`config.mk`:
```
export PLATFORM = sky130hd
export DESIGN_NAME = ist_timing
export DESIGN_NICKNAME = d
export VERILOG_FILES = /design/src/shared/ist_pkg.sv /design/src/verilog/ist_timing.sv
export SDC_FILE = /design/constraint.sdc
export NUM_CORES = 1
export LEC_CHECK = 0
export BUFFER_PORTS_ARGS = -buffer_cell sky130_fd_sc_hd__buf_2
export CAP_MARGIN = 15
export CORE_MARGIN = 8
export CORE_UTILIZATION = 45
export CTS_CLUSTER_DIAMETER = 30
export DETAILED_ROUTE_END_ITERATION = 10
export GPL_ROUTABILITY_DRIVEN = 0
export GPL_TIMING_DRIVEN = 0
export HOLD_SLACK_MARGIN = 0.1
export PLACE_DENSITY_LB_ADDON = 0.08
export REMOVE_ABC_BUFFERS = 1
export SETUP_SLACK_MARGIN = 0.05
export SYNTH_ARGS = -nofsm -noshare
export SYNTH_HDL_FRONTEND = slang
export SYNTH_SLANG_ARGS = --single-unit
export TNS_END_PERCENT = 50
```
`constraint.sdc`:
```
create_clock -name clk_sys -period 7.3 [get_ports clk_sys]
set_clock_uncertainty 0.05 [all_clocks]
set_input_delay 0.365 -clock clk_sys [delete_from_list [all_inputs] [get_ports clk_sys]]
set_output_delay 0.365 -clock clk_sys [all_outputs]
set_load 0.01 [all_outputs]
```
`src/shared/ist_pkg.sv`:
```
// package of constants and types for the instruction state timing block
`default_nettype none
package ist_pkg;
   // oscillator periods per state
   localparam logic [1:0] OSC_PER_STATE = 2'h2;
   // external access cycle base states
   localparam logic [5:0] ACT_BASE_DEMUX = 6'h02;
   localparam logic [5:0] ACT_BASE_MUX = 6'h03;
   localparam logic [3:0] WAIT_FIELD_MAX = 4'hF;
   // configuration field positions
   localparam int CFG_WAIT_LSB = 0;
   localparam int CFG_WAIT_MSB = 3;
   localparam int CFG_TRI_BIT = 5;
   // state counts
   localparam logic [7:0] FILL_STATES = 8'h06;
   localparam logic [7:0] MIN_STATES = 8'h02;
   localparam logic [7:0] BRANCH_STATES = 8'h04;
   localparam logic [7:0] MUL_STATES = 8'h0A;
   localparam logic [7:0] DIV_STATES = 8'h14;
   localparam logic [7:0] RAM_ADD_SHORT = 8'h04;
   localparam logic [7:0] RAM_ADD_LONG = 8'h06;
   localparam logic [7:0] ROM_OPND_ADD = 8'h02;
   localparam logic [7:0] IND_RAM_ADD = 8'h01;
   localparam logic [7:0] ONE_STATE = 8'h01;
   // instruction classes
   typedef enum logic [2:0] {
      IST_CLS_PLAIN = 3'b000,
      IST_CLS_BRANCH = 3'b001,
      IST_CLS_LONG4 = 3'b010,
      IST_CLS_MUL = 3'b011,
      IST_CLS_DIV = 3'b100
   } ist_cls_e;
   // fetch sources
   typedef enum logic [1:0] {
      IST_SRC_ROM = 2'b00,
      IST_SRC_RAM = 2'b01,
      IST_SRC_EXT = 2'b10
   } ist_src_e;
   // bus requesters
   typedef enum logic [1:0] {
      IST_REQ_NONE = 2'b00,
      IST_REQ_WRITE = 2'b01,
      IST_REQ_FETCH = 2'b10,
      IST_REQ_READ = 2'b11
   } ist_req_e;
   // states of the timing engine
   typedef enum logic [1:0] {
      IST_ST_IDLE = 2'b00,
      IST_ST_FILL = 2'b01,
      IST_ST_EXEC = 2'b10
   } ist_state_e;
endpackage : ist_pkg
`default_nettype wire

```
`src/verilog/ist_timing.sv`:
```
// instruction state timing engine with external bus arbitration
//
// Summary of operation
// - one state equals two oscillator periods
// - demuxed access cycle two states plus waits
// - muxed access cycle three states plus waits
// - sequence adds six states pipeline fill
// - most internal program memory instructions two states
// - branches four taken, two untaken or cached
// - multiply ten, divide twenty, IST_CLS_LONG4 four
// - cached jump target timed as internal memory
// - internal RAM adds four or six states
// - 16-bit external: cycles plus minimum less two
// - 8-bit external bus doubles access cycles
// - internal memory timing ignores instruction length
// - internal memory operand read adds two states
// - register or direct RAM read adds nothing
// - indirect RAM after auto-step adds one
// - bus unit runs alongside the core
// - bus priority: write, fetch, then read
// - wait field bits 3:0, tristate bit 5
`default_nettype none
module ist_timing (
   input wire logic clk_sys, // oscillator clock
   input wire logic nrst, // synchronous reset, active low
   input wire logic [7:0] sys_cfg, // system_configuration low byte
   input wire logic address_latch_lengthen_bit, // adds one state per access
   input wire logic bus_muxed, // multiplexed external bus mode
   input wire logic bus_8bit, // 8-bit external data bus
   input wire logic seq_start, // begin a sequence (pipeline fill)
   input wire logic instr_valid, // instruction presented
   input wire logic [2:0] instr_cls, // ist_cls_e
   input wire logic [1:0] instr_src, // ist_src_e
   input wire logic instr_long, // 4-byte instruction
   input wire logic branch_taken, // branch condition met
   input wire logic cache_hit, // target injected from jump cache
   input wire logic rom_opnd, // operand read from internal program memory
   input wire logic ind_ram_opnd, // indirect internal RAM operand read
   input wire logic prev_autostep, // previous instruction auto-stepped a register
   input wire logic req_write, // data write wants external bus
   input wire logic req_fetch, // code fetch wants external bus
   input wire logic req_read, // data read wants external bus
   output logic instr_ready, // engine accepts an instruction
   output logic instr_done, // one-cycle pulse at instruction end
   output logic state_tick, // one-cycle pulse per state
   output logic [5:0] ext_access_states, // external_access_cycle_time in states
   output logic [7:0] instr_states, // states charged to last instruction
   output logic [15:0] total_states, // states since sequence start
   output logic [1:0] bus_grant // ist_req_e granted this cycle
);
   // state phase within one state
   logic [1:0] phase_r, phase_nxt;
   // engine state and remaining states
   ist_pkg::ist_state_e st_r, st_nxt;
   logic [7:0] left_r, left_nxt;
   logic [7:0] last_r, last_nxt;
   logic [15:0] tot_r, tot_nxt;
   logic [1:0] grant_r, grant_nxt;
   // combinational helpers
   logic [3:0] wait_fld;
   logic tri_bit;
   logic [5:0] act;
   logic [7:0] cost;
   logic tick;

   // access cycle wait contributions from configuration fields
   assign wait_fld = sys_cfg[ist_pkg::CFG_WAIT_MSB:ist_pkg::CFG_WAIT_LSB];
   assign tri_bit = sys_cfg[ist_pkg::CFG_TRI_BIT];

   // state boundary: last oscillator period of a state
   assign tick = (phase_r == ist_pkg::OSC_PER_STATE - 2'h1);

   // minimum internal program memory cost of a class
   function automatic logic [7:0] rom_min(input logic [2:0] cls, input logic taken, input logic hit);
      logic [7:0] c;
      c = ist_pkg::MIN_STATES;
      case (cls)
         ist_pkg::IST_CLS_BRANCH: c = (taken && !hit) ? ist_pkg::BRANCH_STATES : ist_pkg::MIN_STATES;
         ist_pkg::IST_CLS_LONG4: c = ist_pkg::BRANCH_STATES;
         ist_pkg::IST_CLS_MUL: c = ist_pkg::MUL_STATES;
         ist_pkg::IST_CLS_DIV: c = ist_pkg::DIV_STATES;
         default: c = ist_pkg::MIN_STATES;
      endcase
      return c;
   endfunction : rom_min

   // access cycle length and instruction cost
   always_comb begin
      logic [7:0] rmin;
      logic [7:0] ncyc;
      logic [7:0] ext;
      rmin = rom_min(instr_cls, branch_taken, cache_hit);
      // base plus complemented waits plus inverted tristate bit plus lengthen bit
      act = (bus_muxed ? ist_pkg::ACT_BASE_MUX : ist_pkg::ACT_BASE_DEMUX)
         + {2'h0, ist_pkg::WAIT_FIELD_MAX - wait_fld}
         + {5'h00, ~tri_bit}
         + {5'h00, address_latch_lengthen_bit};
      ncyc = instr_long ? 8'h02 : 8'h01;
      if (bus_8bit) begin
         ncyc = {ncyc[6:0], 1'b0};
      end
      ext = 8'(ncyc * {2'h0, act}) + rmin - ist_pkg::MIN_STATES;
      if (cache_hit || instr_src == ist_pkg::IST_SRC_ROM) begin
         cost = rmin;
      end else if (instr_src == ist_pkg::IST_SRC_RAM) begin
         cost = rmin + (instr_long ? ist_pkg::RAM_ADD_LONG : ist_pkg::RAM_ADD_SHORT);
      end else begin
         cost = ext;
      end
      if (rom_opnd) begin
         cost = cost + ist_pkg::ROM_OPND_ADD;
      end
      // direct RAM and register reads cost nothing extra
      if (ind_ram_opnd && prev_autostep) begin
         cost = cost + ist_pkg::IND_RAM_ADD;
      end
   end

   // next state of the timing engine
   always_comb begin
      phase_nxt = tick ? 2'h0 : phase_r + 2'h1;
      st_nxt = st_r;
      left_nxt = left_r;
      last_nxt = last_r;
      tot_nxt = tot_r;
      if (tick && st_r != ist_pkg::IST_ST_IDLE) begin
         tot_nxt = tot_r + 16'h0001;
      end
      if (seq_start) begin
         // pipeline fill overhead
         st_nxt = ist_pkg::IST_ST_FILL;
         left_nxt = ist_pkg::FILL_STATES;
         tot_nxt = 16'h0000;
         // phase runs on untouched so every state stays two clocks long
      end else begin
         case (st_r)
            ist_pkg::IST_ST_IDLE: begin
               st_nxt = ist_pkg::IST_ST_IDLE;
            end
            ist_pkg::IST_ST_FILL: begin
               if (tick) begin
                  left_nxt = left_r - ist_pkg::ONE_STATE;
                  if (left_r == ist_pkg::ONE_STATE) begin
                     st_nxt = ist_pkg::IST_ST_EXEC;
                     left_nxt = 8'h00;
                  end
               end
            end
            ist_pkg::IST_ST_EXEC: begin
               if (left_r == 8'h00) begin
                  if (instr_valid && phase_r == 2'h0) begin
                     left_nxt = cost;
                     last_nxt = cost;
                  end
               end else if (tick) begin
                  left_nxt = left_r - ist_pkg::ONE_STATE;
               end
            end
            default: begin
               st_nxt = ist_pkg::IST_ST_IDLE;
            end
         endcase
      end
   end

   // external bus unit arbitration, independent of core timing
   always_comb begin
      if (req_write) begin
         grant_nxt = ist_pkg::IST_REQ_WRITE;
      end else if (req_fetch) begin
         grant_nxt = ist_pkg::IST_REQ_FETCH;
      end else if (req_read) begin
         grant_nxt = ist_pkg::IST_REQ_READ;
      end else begin
         grant_nxt = ist_pkg::IST_REQ_NONE;
      end
   end

   // register all state
   always_ff @(posedge clk_sys) begin
      if (!nrst) begin
         phase_r <= 2'h0;
         st_r <= ist_pkg::IST_ST_IDLE;
         left_r <= 8'h00;
         last_r <= 8'h00;
         tot_r <= 16'h0000;
         grant_r <= ist_pkg::IST_REQ_NONE;
      end else begin
         phase_r <= phase_nxt;
         st_r <= st_nxt;
         left_r <= left_nxt;
         last_r <= last_nxt;
         tot_r <= tot_nxt;
         grant_r <= grant_nxt;
      end
   end

   // outputs
   assign instr_ready = (st_r == ist_pkg::IST_ST_EXEC) && (left_r == 8'h00) && (phase_r == 2'h0);
   assign instr_done = (st_r == ist_pkg::IST_ST_EXEC) && tick && (left_r == ist_pkg::ONE_STATE);
   assign state_tick = tick;
   assign ext_access_states = act;
   assign instr_states = last_r;
   assign total_states = tot_r;
   assign bus_grant = grant_r;
endmodule : ist_timing
`default_nettype wire
```
== Word-level counts from Yosys, hierarchy flattened ==
Index checks and enable logic that the tools add are counted.

* Multiplexer cells: 24
* Add/sub/neg operators: 12
* Reductions and logical operators: 24
* Eq/ne operators: 18
* $mul: 1
* Bitwise logic cells: 4

{| class="wikitable"
|+ Operators by type and width
! cell !! count
|-
| $mux 8 || 9
|-
| $pmux 5 s4 || 1
|-
| $add 16x1->16 const B || 1
|-
| $pmux 8 s2 || 1
|-
| $mux 2 || 6
|-
| $ne 3x3->1 const B || 4
|-
| $reduce_and 4->1 || 3
|-
| $mux 3 || 3
|-
| $add 8x1->8 const B || 1
|-
| $add 8x2->8 const B || 1
|-
| $add 8x3->8 || 1
|-
| $add 8x8->8 || 1
|-
| $eq 8x1->1 const B || 1
|-
| $logic_and 1x1->1 || 8
|-
| $logic_not 8->1 || 1
|-
| $mul 8x6->8 || 1
|-
| $ne 4x4->1 const B || 2
|-
| $sub 8x1->8 const B || 1
|-
| $sub 8x2->8 const B || 1
|-
| $add 5x1->6 || 1
|-
| $add 6x1->6 || 1
|-
| $eq 2x1->1 const B || 3
|-
| $eq 3x2->1 const B || 2
|-
| $ne 2x2->1 const B || 3
|-
| other kinds (16) || 26
|}

* Output and inout port bits: 35
* Input port bits: 29
* Bits in registers: 38

== Longest topological paths before layout ==
* Word-level depth: 17
* Depth in mapped cells: 22
* Depth with buffers taken out: 22

== Worst setup path before layout ==
Ideal clock, no wire load.

* Kind: input to register
* Start point: input address_latch_lengthen_bit
* End point: register last_r[7], in the netlist instr_states[7]
* Data required time: 7.128 ns
* Path buffers: 0
* Stages: 17
* Data arrival time: 5.081 ns
* Slack: 2.048 ns
* Cell sequence: fa_1 -> ha_1 -> fa_1 -> xor2_1 -> nand2_1 -> ha_1 -> inv_1 -> fa_1 -> fa_1 -> fa_1 -> and3_1 -> o21ai_0 -> nand4_1 -> nor4_4 -> mux2i_1 -> a31oi_1 -> o311a_1

* Longest elaborated chain between the ends: 10

{| class="wikitable"
|+ RTL lines
! element !! line !! text
|-
| start: declaration || ist_timing.sv:27 || <nowiki>input wire logic address_latch_lengthen_bit,</nowiki>
|-
| $add 6x1->6 * || ist_timing.sv:97 || <nowiki>+ {5'h00, address_latch_lengthen_bit};</nowiki>
|-
| named net ext_access_states[2] || ist_timing.sv:46 || <nowiki>output logic [5:0] ext_access_states,</nowiki>
|-
| $mul 8x6->8 * || ist_timing.sv:102 || <nowiki>ext = 8'(ncyc * {2'h0, act}) + rmin - ist_pkg::MIN_STATES;</nowiki>
|-
| $add 8x8->8 * || ist_timing.sv:102 ||
|-
| $sub 8x2->8 * || ist_timing.sv:102 ||
|-
| $mux 8 * || ist_timing.sv:105 || <nowiki>end else if (instr_src == ist_pkg::IST_SRC_RAM) begin</nowiki>
|-
| $mux 8 * || ist_timing.sv:103 || <nowiki>if (cache_hit || instr_src == ist_pkg::IST_SRC_ROM) begin</nowiki>
|-
| $add 8x2->8 || ist_timing.sv:111 || <nowiki>cost = cost + ist_pkg::ROM_OPND_ADD;</nowiki>
|-
| $mux 8 * || ist_timing.sv:110 || <nowiki>if (rom_opnd) begin</nowiki>
|-
| $add 8x1->8 || ist_timing.sv:115 || <nowiki>cost = cost + ist_pkg::IND_RAM_ADD;</nowiki>
|-
| $mux 8 * || ist_timing.sv:114 || <nowiki>if (ind_ram_opnd && prev_autostep) begin</nowiki>
|-
| end signal: assignment || ist_timing.sv:192 || <nowiki>last_r <= last_nxt;</nowiki>
|-
| end: declaration || ist_timing.sv:56 || <nowiki>logic [7:0] last_r, last_nxt;</nowiki>
|}

Mark *: on every way through the listed nets, which the timed path passes. The rest lies on a longest branch.
A chain may end at the register's enable or synchronous reset.

== Worst setup path after layout ==
* Start point: input address_latch_lengthen_bit
* End point: register left_r[6]

* Longest elaborated chain between the ends: 13

{| class="wikitable"
|+ RTL lines
! element !! line !! text
|-
| $add 6x1->6 * || ist_timing.sv:97 ||
|-
| $mul 8x6->8 * || ist_timing.sv:102 ||
|-
| $add 8x8->8 * || ist_timing.sv:102 ||
|-
| $sub 8x2->8 * || ist_timing.sv:102 ||
|-
| $mux 8 * || ist_timing.sv:105 ||
|-
| $mux 8 * || ist_timing.sv:103 ||
|-
| $add 8x2->8 || ist_timing.sv:111 ||
|-
| $mux 8 * || ist_timing.sv:110 ||
|-
| $add 8x1->8 || ist_timing.sv:115 ||
|-
| $mux 8 * || ist_timing.sv:114 ||
|-
| $mux 8 * || ist_timing.sv:151 || <nowiki>if (instr_valid && phase_r == 2'h0) begin</nowiki>
|-
| $mux 8 * || ist_timing.sv:150 || <nowiki>if (left_r == 8'h00) begin</nowiki>
|-
| $pmux 8 s2 * || ist_timing.sv:136 || <nowiki>case (st_r)</nowiki>
|-
| end signal: assignment || ist_timing.sv:191 || <nowiki>left_r <= left_nxt;</nowiki>
|-
| end: declaration || ist_timing.sv:55 || <nowiki>logic [7:0] left_r, left_nxt;</nowiki>
|}

Mark *: on every way between the ends. The rest lies on a longest branch, timed or not. The select of a mux whose other input is x is not followed.

==> metrics.cfg <==
[placed_design]
io_buffers = 59
dpl.hpwl_um = 5360

[critical_path]
crit_arrival_ns = 5.43
path_max_fanout = 5
crit_path_start_kind = primary input
critPathRequiredTime_ns = 7.39
endpoint_kind = flop
crit_type = primary input to flop

[logic_synthesis]
synth_top_area_cell = dfxtp_1
synthTopCellsByArea = dfxtp_1, ha_1, fa_1
yosys.cell_types.count = 58
syn_area_um2 = 3080
ys_ff_latch = 38
yosysWarnings = 0
async_flop_share = 0
synth_edf_count = 0
synthFlopType = dfxtp_1
syn_inst = 387
synth_top_area_share = 0.247
seq_area_frac_synth = 0.247
syn_area_per_cell_um2 = 7.96

[floorplanning]
initial_core_util = 0.459
io_pins = 64
die_h_um = 98.8
dieWidth_um = 98.8
core_um2 = 6720
die_area_um2 = 9750
placementRows = 30

[sta]
max_freq_mhz = 187
tns_ns = 0
period_share = 0.732
tightest_slew_ns = 0.961
min_period_ns = 5.34
grt_setup_unrepaired = false
slew_violations = 0
setup_viol = 0
max_slew_margin = 0.359
hold_viol = 0

[clocking]
postCtsHoldBufs = 0
root_buffer = clkbuf_8
cts_tree = built
cts_buffer_depth = 2
h-tree-depth = 2
insertion_delay_ns = 0.28
cts_resized = 0
cts.clk_slew.worst_paths_ns = 0.07
clock_sinks = 38
postCtsSetupBuffers = 0
numCtsBuffers = 5

[global_route]
grtUsageTotal = 0.141
grt_pass1_wl_um = 11700
grt-ovfl-total = 0
antenna_found_initial = 0
grt_pass1_vias = 2624
grt_max_degree = 25

[power_and_ir_drop]
p_total_mw = 0.698
leakage_nw = 1.65
ir_drop_mv = 0.0921
powerDensity_nw_per_um2 = 198

[drt]
wl_um = 6630
drc = 0
viasPerCell = 5.26
initialDrtViolationCount = 110
first_pass_iters = 4
ant_nets = 0
vias = 2754
post_drt_wl_per_cell_um = 12.6

[cells_and_area]
drive_above_1_share = 0.180
nets = 510
final_cell_mix = buf_2, nor2_1, nand2_1, dfxtp_1, inv_1
area_growth_pct = 14.3
final_common_cell = buf_2
diodes = 0

[flow_run]
maxCapViolCount = 0

[run_status]
status = finished, final reports clean

[min_path]
hold_path_class = primary input to flop

report_power, final:
| group | internal (mW) | total [mW] | leakage (nW) | switching, mW |
|---|---|---|---|---|
| registers | 0.212 | 0.215 | 0.308 | 0.00333 |
| clock network | 0.0762 | 0.147 | 0.0482 | 0.0713 |
| logic | 0.141 | 0.336 | 1.29 | 0.195 |
routing by layer:
metal  global-route usage  wire length (µm)
met5                    0                 0
met3               0.0409               404
met4               0.0354                81
met1                0.191              3410
met2                0.212              2730
cells in the mapped netlist, types with 7 or more instances:
master / count
and2_1: 7
xor2_1: 14
nor2_1: 42
nand3_1: 10
nand2_1: 40
and3_1: 7
dfxtp_1: 38
o21ai_0: 14
a21oi_1: 27
or3_1: 8
fa_1: 9
xnor2_1: 14
ha_1: 29
nor3_1: 12
inv_1: 33
stage by stage:
step	instances	utilization	area (µm²)	hold WS (ns)	worst slack, ns
5_1_grt	524	0.524	3520	0.192	1.66
3_3_place_gp	516	0.511	3430	0.391	1.71
2_1_floorplan	377	-	3040	0.382	2.05
4_1_cts	524	0.524	3520	0.189	1.95
6_report	524	0.524	3520	0.197	1.96
3_5_place_dp	516	0.511	3430	0.396	1.66
final cells by class:
type / count / area (µm²)
flip-flops and latches: 38 / 761
well taps: 80 / 100
fillers: 665 / 3200
clock buffers: 7 / 86.3
repair buffers: 59 / 295
multi-input cells: 305 / 2150
inverters: 34 / 128
clock inverters: 1 / 5.00
worst max-delay path, stage by stage:
cell and delay (ns):
buf_2 0.11, fa_1 0.46, ha_1 0.22, fa_1 0.57, nand2_1 0.07, ha_1 0.30
fa_1 0.54, inv_1 0.06, fa_1 0.48, ha_1 0.24, fa_1 0.44, nand2_1 0.10
nand4_1 0.24, xnor2_1 0.34, nor3b_1 0.35, nor3b_2 0.24, xnor2_1 0.19, o22ai_1 0.10
worst paths after layout:
path / start / to / slack [ns] / cells after the start
max reg2reg: left_r[3]$_SDFFE_PP0P_ / left_r[2]$_SDFFE_PN0P_ / 4.75 / 8
max: address_latch_lengthen_bit / left_r[6]$_SDFFE_PP0P_ / 1.96 / 18
min: req_write / bus_grant[1]$_SDFF_PP0_ / 0.20 / 2
min reg2reg: instr_states[0]$_SDFFE_PN0P_ / instr_states[0]$_SDFFE_PN0P_ / 0.41 / 2
registers in the layout, indices dropped and copies added (netlist names):
signal        cells
st_r              2
instr_states      8
bus_grant         2
left_r            8
phase_r           2
total_states     16
logic make-up (layout without fill, tap and decap cells):
kind of cell | count (synthesis) | in the layout | synth area share
buffers and inverters | 44 | 101 | 0.0564
AO/OA/AOI/OAI | 68 | 68 | 0.136
AND/OR/NAND/NOR | 163 | 163 | 0.280
flip-flops | 38 | 38 | 0.247
multiplexers | 7 | 7 | 0.0231
adder cells (fa/ha/maj) | 38 | 38 | 0.176
XOR/XNOR | 28 | 28 | 0.0796
other | 1 | 1 | 0.00122
Note: power is estimated with default switching activity, not from simulation.
